[src/hdl/qur_pkg.sv]
// Purpose: Shared constants and types for one channel of the quad serial port.
// Assumes: Register offsets are byte addresses on a 32-bit Avalon-MM slave.
// Notes: Only the low byte of each word is used; upper bits read as zero.
package qur_pkg;
	// Register byte offsets
	localparam logic [5:0] OFF_DATA = 6'h00;
	localparam logic [5:0] OFF_IEN = 6'h04;
	localparam logic [5:0] OFF_ISTAT = 6'h08;
	localparam logic [5:0] OFF_LCTL = 6'h0C;
	localparam logic [5:0] OFF_MCTL = 6'h10;
	localparam logic [5:0] OFF_LSTAT = 6'h14;
	localparam logic [5:0] OFF_MSTAT = 6'h18;
	localparam logic [5:0] OFF_SCRATCH = 6'h1C;
	localparam logic [5:0] OFF_DIV_LO = 6'h20;
	localparam logic [5:0] OFF_DIV_HI = 6'h24;
	localparam logic [5:0] OFF_EVT_STAT = 6'h28;
	localparam logic [5:0] OFF_EVT_MASK = 6'h2C;
	// Reset values
	localparam logic [7:0] RST_ZERO = 8'h00;
	localparam logic [7:0] RST_ISTAT = 8'h01;
	localparam logic [7:0] RST_LSTAT = 8'h60;
	localparam logic [7:0] RST_SCRATCH = 8'hFF;
	// Interrupt status codes, highest priority first
	localparam logic [3:0] ISC_LINE = 4'h6;
	localparam logic [3:0] ISC_RXDATA = 4'h4;
	localparam logic [3:0] ISC_THRE = 4'h2;
	localparam logic [3:0] ISC_MODEM = 4'h0;
	localparam logic [3:0] ISC_NONE = 4'h1;
	// Field positions
	localparam int IEN_RX = 0;
	localparam int IEN_THRE = 1;
	localparam int IEN_LINE = 2;
	localparam int IEN_MODEM = 3;
	localparam int MCTL_DTR = 0;
	localparam int MCTL_RTS = 1;
	localparam int MCTL_OP1 = 2;
	localparam int MCTL_INTEN = 3;
	localparam int MCTL_LOOP = 4;
	localparam int LCTL_BREAK = 6;
	localparam int FCTL_FIFO = 0;
	// Sticky event bits
	localparam int EVT_RX = 0;
	localparam int EVT_LINE_ERR = 1;
	localparam int EVT_MODEM = 2;
	localparam int EVT_TX_IDLE = 3;
	localparam int EVT_W = 4;
	// Timing: baud clock is 16 times the bit rate
	localparam logic [3:0] OVS_LAST = 4'hF;
	localparam logic [3:0] OVS_MID = 4'h7;
	localparam logic [3:0] IR_PULSE = 4'h3;
	localparam logic [2:0] RX_LAST_BIT = 3'h7;
	localparam logic [3:0] TX_LAST_SHIFT = 4'h9;
	typedef enum logic [1:0] {QUR_RX_IDLE, QUR_RX_START, QUR_RX_DATA, QUR_RX_STOP} qur_rx_state_t;
endpackage

[src/hdl/qur_rx_if.sv]
// Purpose: Carries baud tick and line level to the receiver and received characters to the core.
// Assumes: All signals are on ref_clk.
// Notes: valid is a one-cycle pulse at the stop-bit sample.
`timescale 1ns/1ps
interface qur_rx_if;
	logic tick;
	logic line;
	logic valid;
	logic [7:0] data;
	logic frame_err;
	logic brk;
	modport rx (input tick, input line, output valid, output data, output frame_err, output brk);
	modport core (output tick, output line, input valid, input data, input frame_err, input brk);
endinterface

[src/hdl/qur_sync2.sv]
// Purpose: Two-stage synchroniser for pins from outside the clock domain.
// Assumes: Each bit is an independent level.
// Notes: No reset, so pin levels flow through even while reset is held.
`timescale 1ns/1ps
module qur_sync2 #(
	parameter int W = 1
) (
	// Clock
	input wire logic ref_clk,
	// Data
	input wire logic [W-1:0] d,
	output logic [W-1:0] q
);
	logic [W-1:0] meta_r;

	// First stage feeds only the second
	always_ff @(posedge ref_clk) begin
		meta_r <= d;
		q <= meta_r;
	end
endmodule

[src/hdl/qur_rx.sv]
// Purpose: Serial receiver, 8 data bits, one stop bit, 16x oversampled.
// Assumes: Line input is already synchronised.
// Notes: A start bit shorter than half a bit is treated as a glitch.
`timescale 1ns/1ps
module qur_rx (
	// Clock and reset
	input wire logic ref_clk,
	input wire logic rst_b,
	// Core side
	qur_rx_if.rx rif
);
	qur_pkg::qur_rx_state_t state_r;
	logic [3:0] sub_r;
	logic [2:0] bit_r;
	logic [7:0] shift_r;

	// Pulse coincides with the stop-bit sample
	assign rif.valid = rif.tick && (state_r == qur_pkg::QUR_RX_STOP) && (sub_r == qur_pkg::OVS_LAST);
	assign rif.data = shift_r;
	assign rif.frame_err = !rif.line;
	assign rif.brk = !rif.line && (shift_r == qur_pkg::RST_ZERO);

	// Bit framing, advanced on baud ticks only
	always_ff @(posedge ref_clk) begin
		if (!rst_b) begin
			state_r <= qur_pkg::QUR_RX_IDLE;
			sub_r <= 4'h0;
			bit_r <= 3'h0;
			shift_r <= 8'h00;
		end else if (rif.tick) begin
			sub_r <= sub_r + 4'h1;
			case (state_r)
				qur_pkg::QUR_RX_IDLE: begin
					sub_r <= 4'h0;
					if (!rif.line) begin
						state_r <= qur_pkg::QUR_RX_START;
					end
				end
				qur_pkg::QUR_RX_START: begin
					if (sub_r == qur_pkg::OVS_MID) begin
						sub_r <= 4'h0;
						bit_r <= 3'h0;
						state_r <= rif.line ? qur_pkg::QUR_RX_IDLE : qur_pkg::QUR_RX_DATA;
					end
				end
				qur_pkg::QUR_RX_DATA: begin
					if (sub_r == qur_pkg::OVS_LAST) begin
						shift_r <= {rif.line, shift_r[7:1]};
						bit_r <= bit_r + 3'h1;
						if (bit_r == qur_pkg::RX_LAST_BIT) begin
							state_r <= qur_pkg::QUR_RX_STOP;
						end
					end
				end
				default: begin
					if (sub_r == qur_pkg::OVS_LAST) begin
						state_r <= qur_pkg::QUR_RX_IDLE;
					end
				end
			endcase
		end
	end
endmodule

[src/hdl/qur_chan.sv]
// Purpose: One serial channel: register file, reset state, baud, transmit, interrupts.
// Assumes: Avalon-MM slave with waitrequest; byte lane 0 carries register data.
// Notes: The divisor flops have no reset, so a reset keeps the baud rate.
`timescale 1ns/1ps
// Functional notes
// Reset clears enable, fifo, line and modem control; status 01, line 60, scratch FF.
// Reset leaves both divisor bytes as they were; only host writes change them.
// Divisor is undefined after power-up; host programs it before using the baud rate.
// In reset modem deltas read zero and upper bits show inverted modem pins.
// Sixteen mode, style select low: interrupt pin is released after reset.
// Sixteen mode, style select high: interrupt pin driven low, inactive, after reset.
// Receive interrupt raised within one baud clock after the stop-bit sample.
// Reset drives serial high, infrared low, RTS, DTR, receive-ready high, transmit-ready low.
// Transmitter-idle bit reads one whenever holding stage and shifter are empty.
// Board ties style select low whenever the sixty-eight bus mode is used.
module qur_chan (
	// Clock and reset
	input wire logic ref_clk,
	input wire logic rst_b,
	// Avalon-MM slave
	input wire logic [5:0] avs_address,
	input wire logic avs_read,
	input wire logic avs_write,
	input wire logic [31:0] avs_writedata,
	input wire logic [3:0] avs_byteenable,
	output logic [31:0] avs_readdata,
	output logic avs_waitrequest,
	// Straps
	input wire logic bus_mode_68,
	input wire logic interrupt_style_select,
	// Serial and modem pins
	input wire logic serial_in,
	input wire logic cts_n,
	input wire logic dsr_n,
	input wire logic ri_n,
	input wire logic cd_n,
	output logic serial_out,
	output logic infrared_serial_out,
	output logic rts_n,
	output logic dtr_n,
	// Ready pins
	output logic receive_ready_n,
	output logic transmit_ready_n,
	// Interrupts
	output logic uart_int,
	output logic uart_int_oe,
	output logic uart_irq_n,
	output logic event_irq
);
	qur_rx_if rif ();
	logic [6:0] pins_s;
	logic m68, style, rx_pin, cts_s, dsr_s, ri_s, cd_s;
	logic wait_r, take, wr, rd;
	logic [7:0] wbyte, rdata_nxt;
	logic [7:0] ien_r, fctl_r, istat_r, lctl_r, mctl_r, scratch_r, rhr_r, thr_r;
	logic [7:0] div_lo_r, div_hi_r;
	logic [15:0] divisor, baud_cnt_r;
	logic bclk_tick, div_wr, div_steady_r;
	logic dr_r, ovr_r, fe_r, bi_r, thr_full_r, tx_busy_r, tx_line_r;
	logic [8:0] tsr_r;
	logic [3:0] tx_sub_r, tx_bits_r;
	logic [3:0] msr_hi, msr_prev_r, delta_r, delta_set;
	logic [7:0] lstat, mstat, istat_nxt;
	logic thre, temt, temt_prev_r, loop, pending, line_err;
	logic [qur_pkg::EVT_W-1:0] evt_r, evt_mask_r, evt_set;

	// Pins from outside pass two flops first
	qur_sync2 #(.W(7)) u_sync (
		.ref_clk(ref_clk),
		.d({bus_mode_68, interrupt_style_select, serial_in, cts_n, dsr_n, ri_n, cd_n}),
		.q(pins_s)
	);
	assign {m68, style, rx_pin, cts_s, dsr_s, ri_s, cd_s} = pins_s;

	qur_rx u_rx (
		.ref_clk(ref_clk),
		.rst_b(rst_b),
		.rif(rif)
	);

	// Bus handshake: one wait cycle, access takes effect when waitrequest is low
	assign take = (avs_read || avs_write) && !wait_r;
	assign avs_waitrequest = wait_r;
	assign wr = take && avs_write && avs_byteenable[0];
	assign rd = take && avs_read;
	assign wbyte = avs_writedata[7:0];
	assign loop = mctl_r[qur_pkg::MCTL_LOOP];

	// Baud clock at 16x; divisor of zero behaves as one
	assign divisor = {div_hi_r, div_lo_r};
	assign bclk_tick = (baud_cnt_r + 16'h0001 >= divisor);
	assign div_wr = wr && (avs_address == qur_pkg::OFF_DIV_LO || avs_address == qur_pkg::OFF_DIV_HI);
	assign rif.tick = bclk_tick;
	assign rif.line = loop ? (tx_line_r && !lctl_r[qur_pkg::LCTL_BREAK]) : rx_pin;

	// Modem inputs inverted, or looped back from modem control
	assign msr_hi = loop ? {mctl_r[qur_pkg::MCTL_INTEN], mctl_r[qur_pkg::MCTL_OP1],
		mctl_r[qur_pkg::MCTL_DTR], mctl_r[qur_pkg::MCTL_RTS]} : ~{cd_s, ri_s, dsr_s, cts_s};
	assign delta_set = {msr_hi[3] ^ msr_prev_r[3], !msr_hi[2] && msr_prev_r[2],
		msr_hi[1] ^ msr_prev_r[1], msr_hi[0] ^ msr_prev_r[0]};
	assign mstat = {msr_hi, delta_r};

	// Line status word
	assign thre = !thr_full_r;
	assign temt = !thr_full_r && !tx_busy_r;
	assign lstat = {fe_r || bi_r, temt, thre, bi_r, fe_r, 1'b0, ovr_r, dr_r};
	assign line_err = ovr_r || fe_r || bi_r;

	// Interrupt source by priority
	assign istat_nxt = {{2{fctl_r[qur_pkg::FCTL_FIFO]}}, 2'b00,
		(ien_r[qur_pkg::IEN_LINE] && line_err) ? qur_pkg::ISC_LINE :
		(ien_r[qur_pkg::IEN_RX] && dr_r) ? qur_pkg::ISC_RXDATA :
		(ien_r[qur_pkg::IEN_THRE] && thre) ? qur_pkg::ISC_THRE :
		(ien_r[qur_pkg::IEN_MODEM] && |delta_r) ? qur_pkg::ISC_MODEM : qur_pkg::ISC_NONE};
	assign pending = !istat_nxt[0];

	// Sticky events for the system interrupt
	assign evt_set = {temt && !temt_prev_r, |delta_set, rif.valid && (rif.frame_err || dr_r), rif.valid};

	// Read data selection; unmapped addresses read zero
	assign rdata_nxt = (avs_address == qur_pkg::OFF_DATA) ? rhr_r :
		(avs_address == qur_pkg::OFF_IEN) ? ien_r :
		(avs_address == qur_pkg::OFF_ISTAT) ? istat_r :
		(avs_address == qur_pkg::OFF_LCTL) ? lctl_r :
		(avs_address == qur_pkg::OFF_MCTL) ? mctl_r :
		(avs_address == qur_pkg::OFF_LSTAT) ? lstat :
		(avs_address == qur_pkg::OFF_MSTAT) ? mstat :
		(avs_address == qur_pkg::OFF_SCRATCH) ? scratch_r :
		(avs_address == qur_pkg::OFF_DIV_LO) ? div_lo_r :
		(avs_address == qur_pkg::OFF_DIV_HI) ? div_hi_r :
		(avs_address == qur_pkg::OFF_EVT_STAT) ? {4'h0, evt_r} :
		(avs_address == qur_pkg::OFF_EVT_MASK) ? {4'h0, evt_mask_r} : qur_pkg::RST_ZERO;

	// Bus response; read data captured during the wait cycle
	always_ff @(posedge ref_clk) begin
		if (!rst_b) begin
			wait_r <= 1'b1;
			avs_readdata <= 32'h0000_0000;
		end else begin
			wait_r <= !((avs_read || avs_write) && wait_r);
			if (avs_read && wait_r) begin
				avs_readdata <= {24'h00_0000, rdata_nxt};
			end
		end
	end

	// Divisor has no reset: a reset pulse must not disturb the baud rate
	always_ff @(posedge ref_clk) begin
		if (wr && avs_address == qur_pkg::OFF_DIV_LO) begin
			div_lo_r <= wbyte;
		end
		if (wr && avs_address == qur_pkg::OFF_DIV_HI) begin
			div_hi_r <= wbyte;
		end
		msr_prev_r <= msr_hi;
	end

	// Baud counter
	always_ff @(posedge ref_clk) begin
		if (!rst_b) begin
			baud_cnt_r <= 16'h0000;
			div_steady_r <= 1'b0;
		end else begin
			baud_cnt_r <= bclk_tick ? 16'h0000 : baud_cnt_r + 16'h0001;
			// A tick restarts the count with the new divisor, so it wins over a write
			div_steady_r <= bclk_tick || (div_steady_r && !div_wr);
		end
	end

	// Control registers and their reset state
	always_ff @(posedge ref_clk) begin
		if (!rst_b) begin
			ien_r <= qur_pkg::RST_ZERO;
			fctl_r <= qur_pkg::RST_ZERO;
			lctl_r <= qur_pkg::RST_ZERO;
			mctl_r <= qur_pkg::RST_ZERO;
			scratch_r <= qur_pkg::RST_SCRATCH;
			istat_r <= qur_pkg::RST_ISTAT;
			evt_mask_r <= '0;
		end else begin
			istat_r <= istat_nxt;
			if (wr && avs_address == qur_pkg::OFF_IEN) ien_r <= {4'h0, wbyte[3:0]};
			if (wr && avs_address == qur_pkg::OFF_ISTAT) fctl_r <= wbyte;
			if (wr && avs_address == qur_pkg::OFF_LCTL) lctl_r <= wbyte;
			if (wr && avs_address == qur_pkg::OFF_MCTL) mctl_r <= {3'b000, wbyte[4:0]};
			if (wr && avs_address == qur_pkg::OFF_SCRATCH) scratch_r <= wbyte;
			if (wr && avs_address == qur_pkg::OFF_EVT_MASK) evt_mask_r <= wbyte[qur_pkg::EVT_W-1:0];
		end
	end

	// Receive status; an arriving character wins over a clearing read
	always_ff @(posedge ref_clk) begin
		if (!rst_b) begin
			dr_r <= 1'b0;
			ovr_r <= 1'b0;
			fe_r <= 1'b0;
			bi_r <= 1'b0;
			rhr_r <= qur_pkg::RST_ZERO;
			delta_r <= 4'h0;
			evt_r <= '0;
			temt_prev_r <= 1'b1;
		end else begin
			temt_prev_r <= temt;
			if (rd && avs_address == qur_pkg::OFF_DATA) dr_r <= 1'b0;
			if (rd && avs_address == qur_pkg::OFF_LSTAT) begin
				ovr_r <= 1'b0;
				fe_r <= 1'b0;
				bi_r <= 1'b0;
			end
			if (rif.valid) begin
				rhr_r <= rif.data;
				dr_r <= 1'b1;
				ovr_r <= ovr_r || dr_r;
				fe_r <= rif.frame_err;
				bi_r <= rif.brk;
			end
			delta_r <= ((rd && avs_address == qur_pkg::OFF_MSTAT) ? 4'h0 : delta_r) | delta_set;
			evt_r <= ((wr && avs_address == qur_pkg::OFF_EVT_STAT) ? evt_r & ~wbyte[qur_pkg::EVT_W-1:0] : evt_r)
				| evt_set;
		end
	end

	// Transmitter: start bit on load, then 8 data bits and a stop bit
	always_ff @(posedge ref_clk) begin
		if (!rst_b) begin
			thr_r <= qur_pkg::RST_ZERO;
			thr_full_r <= 1'b0;
			tx_busy_r <= 1'b0;
			tx_line_r <= 1'b1;
			tsr_r <= 9'h1FF;
			tx_sub_r <= 4'h0;
			tx_bits_r <= 4'h0;
		end else begin
			if (bclk_tick && tx_busy_r) begin
				tx_sub_r <= tx_sub_r + 4'h1;
				if (tx_sub_r == qur_pkg::OVS_LAST) begin
					if (tx_bits_r == qur_pkg::TX_LAST_SHIFT) begin
						tx_busy_r <= 1'b0;
					end else begin
						tx_line_r <= tsr_r[0];
						tsr_r <= {1'b1, tsr_r[8:1]};
						tx_bits_r <= tx_bits_r + 4'h1;
					end
				end
			end else if (bclk_tick && thr_full_r) begin
				tsr_r <= {1'b1, thr_r};
				tx_line_r <= 1'b0;
				tx_busy_r <= 1'b1;
				thr_full_r <= 1'b0;
				tx_sub_r <= 4'h0;
				tx_bits_r <= 4'h0;
			end
			// Host write comes last so a byte written during a load is not lost
			if (wr && avs_address == qur_pkg::OFF_DATA) begin
				thr_r <= wbyte;
				thr_full_r <= 1'b1;
			end
		end
	end

	// Pin drivers; loopback parks the serial, infrared, RTS and DTR outputs in their idle state
	always_ff @(posedge ref_clk) begin
		if (!rst_b) begin
			serial_out <= 1'b1;
			infrared_serial_out <= 1'b0;
			rts_n <= 1'b1;
			dtr_n <= 1'b1;
			receive_ready_n <= 1'b1;
			transmit_ready_n <= 1'b0;
			uart_int <= 1'b0;
			uart_int_oe <= 1'b0;
			uart_irq_n <= 1'b1;
			event_irq <= 1'b0;
		end else begin
			serial_out <= loop || (tx_line_r && !lctl_r[qur_pkg::LCTL_BREAK]);
			infrared_serial_out <= !loop && !tx_line_r && (tx_sub_r < qur_pkg::IR_PULSE);
			rts_n <= loop || !mctl_r[qur_pkg::MCTL_RTS];
			dtr_n <= loop || !mctl_r[qur_pkg::MCTL_DTR];
			receive_ready_n <= !dr_r;
			transmit_ready_n <= !thre;
			uart_int <= !m68 && pending;
			uart_int_oe <= !m68 && (style || mctl_r[qur_pkg::MCTL_INTEN]);
			uart_irq_n <= !(m68 && pending);
			event_irq <= |(evt_r & evt_mask_r);
		end
	end
endmodule

[config.mk]
export PLATFORM = sky130hd
export DESIGN_NAME = qur_chan
export DESIGN_NICKNAME = d
export VERILOG_FILES = /design/src/hdl/qur_pkg.sv /design/src/hdl/qur_rx_if.sv /design/src/hdl/qur_sync2.sv /design/src/hdl/qur_rx.sv /design/src/hdl/qur_chan.sv
export SDC_FILE = /design/constraint.sdc
export NUM_CORES = 1
export LEC_CHECK = 0
export ABC_AREA = 1
export CORE_MARGIN = 4
export CORE_UTILIZATION = 40
export CTS_BUF_LIST = sky130_fd_sc_hd__clkbuf_2
export CTS_CLUSTER_DIAMETER = 120
export DETAILED_ROUTE_END_ITERATION = 8
export DONT_BUFFER_PORTS = 1
export PLACE_DENSITY_LB_ADDON = 0.15
export SYNTH_ARGS = -nofsm -noshare
export SYNTH_HDL_FRONTEND = slang
export SYNTH_SLANG_ARGS = --single-unit
[constraint.sdc]
create_clock -name ref_clk -period 7.9 [get_ports ref_clk]
set_input_delay 0.395 -clock ref_clk [delete_from_list [all_inputs] [get_ports ref_clk]]
set_output_delay 0.395 -clock ref_clk [all_outputs]
set_load 0.02 [all_outputs]
==> out/metrics.cfg <==
[grt]
gr-usage-all-layers = 0.179
grt_pass1_wl_um = 30200
grt_max_degree = 80
antenna_found_initial = 1
grt_pass1_vias = 5636
grt.overflow.total = 0

[run]
drv_cap = 0

[sta]
max_freq_ghz = 0.256
period_share = 0.495
rsz0062_at_grt = no
fin_crit_ns = 3.91
clock-skew-final_ns = 0.0661
slew_headroom = 0.408
tns_ns = 0
setup_violations = 0
final_max_slew_viol_count = 0
tightest_slew_ns = 0.886
finalHoldViolCount = 0

[worst_setup_path]
worstReg2RegEnd = fe_r
startpoint_type = register
max_stage_delay_ns = 0.44
critPathKind = reg2reg
crit_arrival_ns = 4.64
cp_slowest_cell = dfxtp_1
timing.rr.start = baud_cnt_r[0]
reg2reg_slack_ns = 3.99
crit_fanout = 16
reg2reg_depth = 20
worstSetupStartpoint = baud_cnt_r[0]
required_ns = 8.63
cp-endpoint = fe_r
end_kind = register
cpLargestDelayFamily = simple AND/OR/NAND/NOR gates
critPathBufInv = 5
crit_cells = 20
path_cells = nand3_1 > nor2_1 > inv_1 > nor2_1 > inv_1 > nor2_1 > inv_1 > nor2_1 > xor2_1 > inv_1 > ha_1 > a21oi_1 > o21ai_0 > a21oi_2 > nand3_4 > nand2_1 > inv_2 > a21oi_1 > nand2_1 > a21oi_1

[logic_synthesis]
ys_async_sr_fraction = 0
syn_inst = 978
synth_warnings = 0
synth.avg_cell_area_um2 = 7.68
synth-main-ff-cell = dfxtp_1
synth-seq-cells = 168
seq_area_frac_synth = 0.469
synth_edf_count = 16
ys_types = 52
syn_area_mm2 = 0.00751

[floorplan]
num_rows = 49
start_util = 0.412
die_h_um = 145
dieArea_mm2 = 0.0210
core_mm2 = 0.0182
io_pins = 96
dieWidth_um = 145

[drt]
ant_nets = 0
firstDrtPassIters = 5
drt_iter0_drc = 478
drcViolationCount = 0
viasPerCell = 4.91
num_vias = 6083
detail_route.wl_per_cell_um = 15.0
wl_um = 18600

[finish]
drive_gt1_frac = 0.0594
num-fill-cells = 1895
fin_nets = 1077
area_growth_pct = 8.08

[power_and_ir_drop]
p_leak_nw = 3.50
p_total_w = 0.00144
ir_drop_uv = 135
powerDensity_mw_per_mm2 = 178

[place]
place.port_buffers = 0
gp_congestion = 0.904
dp_hpwl_um = 13400

[clocking]
cts_buffer_depth = 2
clock_sinks = 168
htreeDepth = 4
cts-root-buf = clkbuf_2
clk_latency_ns = 0.79
cts_tree = built
cts_buffers = 17
postCtsSetupBuffers = 0
clkTransAtPathRegs_ns = 0.29

[hold_path]
hp-class = in2reg
whs_path_depth = 7

[status]
status = finished clean

[registers in the layout, indices dropped and copies added, names as in the netlist, 8 cells and up]
signal	cells
div_hi_r	8
thr_r	8
tsr_r	8
lctl_r	8
baud_cnt_r	16
rhr_r	8
div_lo_r	8
avs_readdata	8
u_rx.rif.data	8
scratch_r	8
[through the flow]
stage | util | hold slack, ns | setup WS [ns] | instance area [µm²] | std cells
after detailed placement | 0.417 | 0.313 | 4.02 | 7590 | 1183
after CTS | 0.445 | 0.0139 | 3.94 | 8110 | 1239
after floorplan | - | 0.310 | 5.05 | 7590 | 1001
after global routing | 0.446 | 0.0349 | 3.50 | 8110 | 1240
final | 0.446 | 0.0786 | 3.99 | 8110 | 1240
after global placement | 0.417 | 0.312 | 4.08 | 7590 | 1183
[report_power, final]
part | switching (W) | internal [W]
registers | 0.00000997 | 0.000875
clock network | 0.000366 | 0.000110
logic | 0.0000560 | 0.0000244
[area by class of cell]
type                    instances  area [µm²]  share of cell area
clock inverters                15         178              0.0219
multi-input cells             671        3350               0.412
well taps                     229         287              0.0353
repair buffers                 25         265              0.0327
diodes                          1        2.50            0.000308
inverters                     114         428              0.0527
clock buffers                  17        85.1              0.0105
flip-flops and latches        168        3520               0.434
[placed cells by master, fill, tap and decap left out, types with 3 or more instances in the layout]
cell / instances
o21ai_0: 77
ha_1: 27
nand2_1: 195
xnor2_1: 5
nand4_1: 12
dlygate4sd3_1: 23
xor2_1: 6
nor2_2: 5
nand3_1: 41
a21oi_1: 78
or2_2: 3
conb_1: 24
inv_2: 6
inv_1: 107
nor4_1: 3
dfxtp_1: 152
inv_6: 3
inv_8: 4
edfxtp_1: 16
a211oi_1: 4
nor2_1: 138
o21ai_1: 4
o22ai_1: 4
clkinv_8: 5
clkbuf_2: 17
nor3_1: 8
o211ai_1: 7
[synth_stat cells (5+ instances only)]
cell | n | share of area
dfxtp_1 | 152 | 0.41
nand4_1 | 12 | 0.010
nand3_1 | 41 | 0.027
a21oi_1 | 78 | 0.052
ha_1 | 27 | 0.045
o21ai_0 | 77 | 0.051
nor3_1 | 8 | 0.0053
buf_2 | 6 | 0.0040
buf_4 | 27 | 0.027
inv_1 | 107 | 0.054
o211ai_1 | 7 | 0.0070
nand2_1 | 195 | 0.097
xor2_1 | 6 | 0.0070
nor2_2 | 5 | 0.0042
inv_2 | 6 | 0.0030
clkbuf_1 | 13 | 0.0065
xnor2_1 | 5 | 0.0058
edfxtp_1 | 16 | 0.064
nor2_1 | 138 | 0.069
[cells by family (layout without fill, tap and decap cells)]
group	Yosys count	count (layout)	synth area share
and+or+nand+nor	420	420	0.239
buffers and inverters	162	171	0.0965
DFF	168	168	0.469
adders and majority gates	27	27	0.0450
other	1	25	0.000500
AOI/OAI and AO/OA	189	189	0.137
xor gates and xnor gates	11	11	0.0128
[worst reg2reg max path, stage by stage (launching register included)]
cell	delay [ns]
dfxtp_1	0.44
nand3_1	0.14
nor2_1	0.20
inv_1	0.10
nor2_1	0.11
inv_1	0.05
nor2_1	0.17
inv_1	0.08
nor2_1	0.11
xor2_1	0.19
inv_1	0.07
ha_1	0.29
a21oi_1	0.15
o21ai_0	0.12
a21oi_2	0.30
nand3_4	0.27
nand2_1	0.40
inv_2	0.20
a21oi_1	0.26
nand2_1	0.09
a21oi_1	0.12
[timing repair]
item,in CTS,in global routing
resized for setup,0,0
hold buffers,24,0
setup endpoints to repair,0,0
endpoints found under the hold margin,115,0
[layer usage]
metal | vias up | share of wire | track usage
li1 | 3164 | - | -
met1 | 2761 | 0.49 | 0.256
met2 | 140 | 0.44 | 0.276
met3 | 18 | 0.053 | 0.0371
met4 | 0 | 0.015 | 0.0513
met5 | - | 0 | 0
[how the worst min path moves through the flow]
stage,startpoint,end
after detailed placement,u_sync.meta_r[4],u_sync.q[4]
after global placement,u_sync.meta_r[5],u_sync.q[5]
after CTS,avs_address[4],evt_r[3]
final,avs_address[3],avs_readdata[3]
after floorplan,u_sync.meta_r[0],u_sync.q[0]
after global routing,cd_n,u_sync.meta_r[0]
Power figures use the tool's default switching activity.
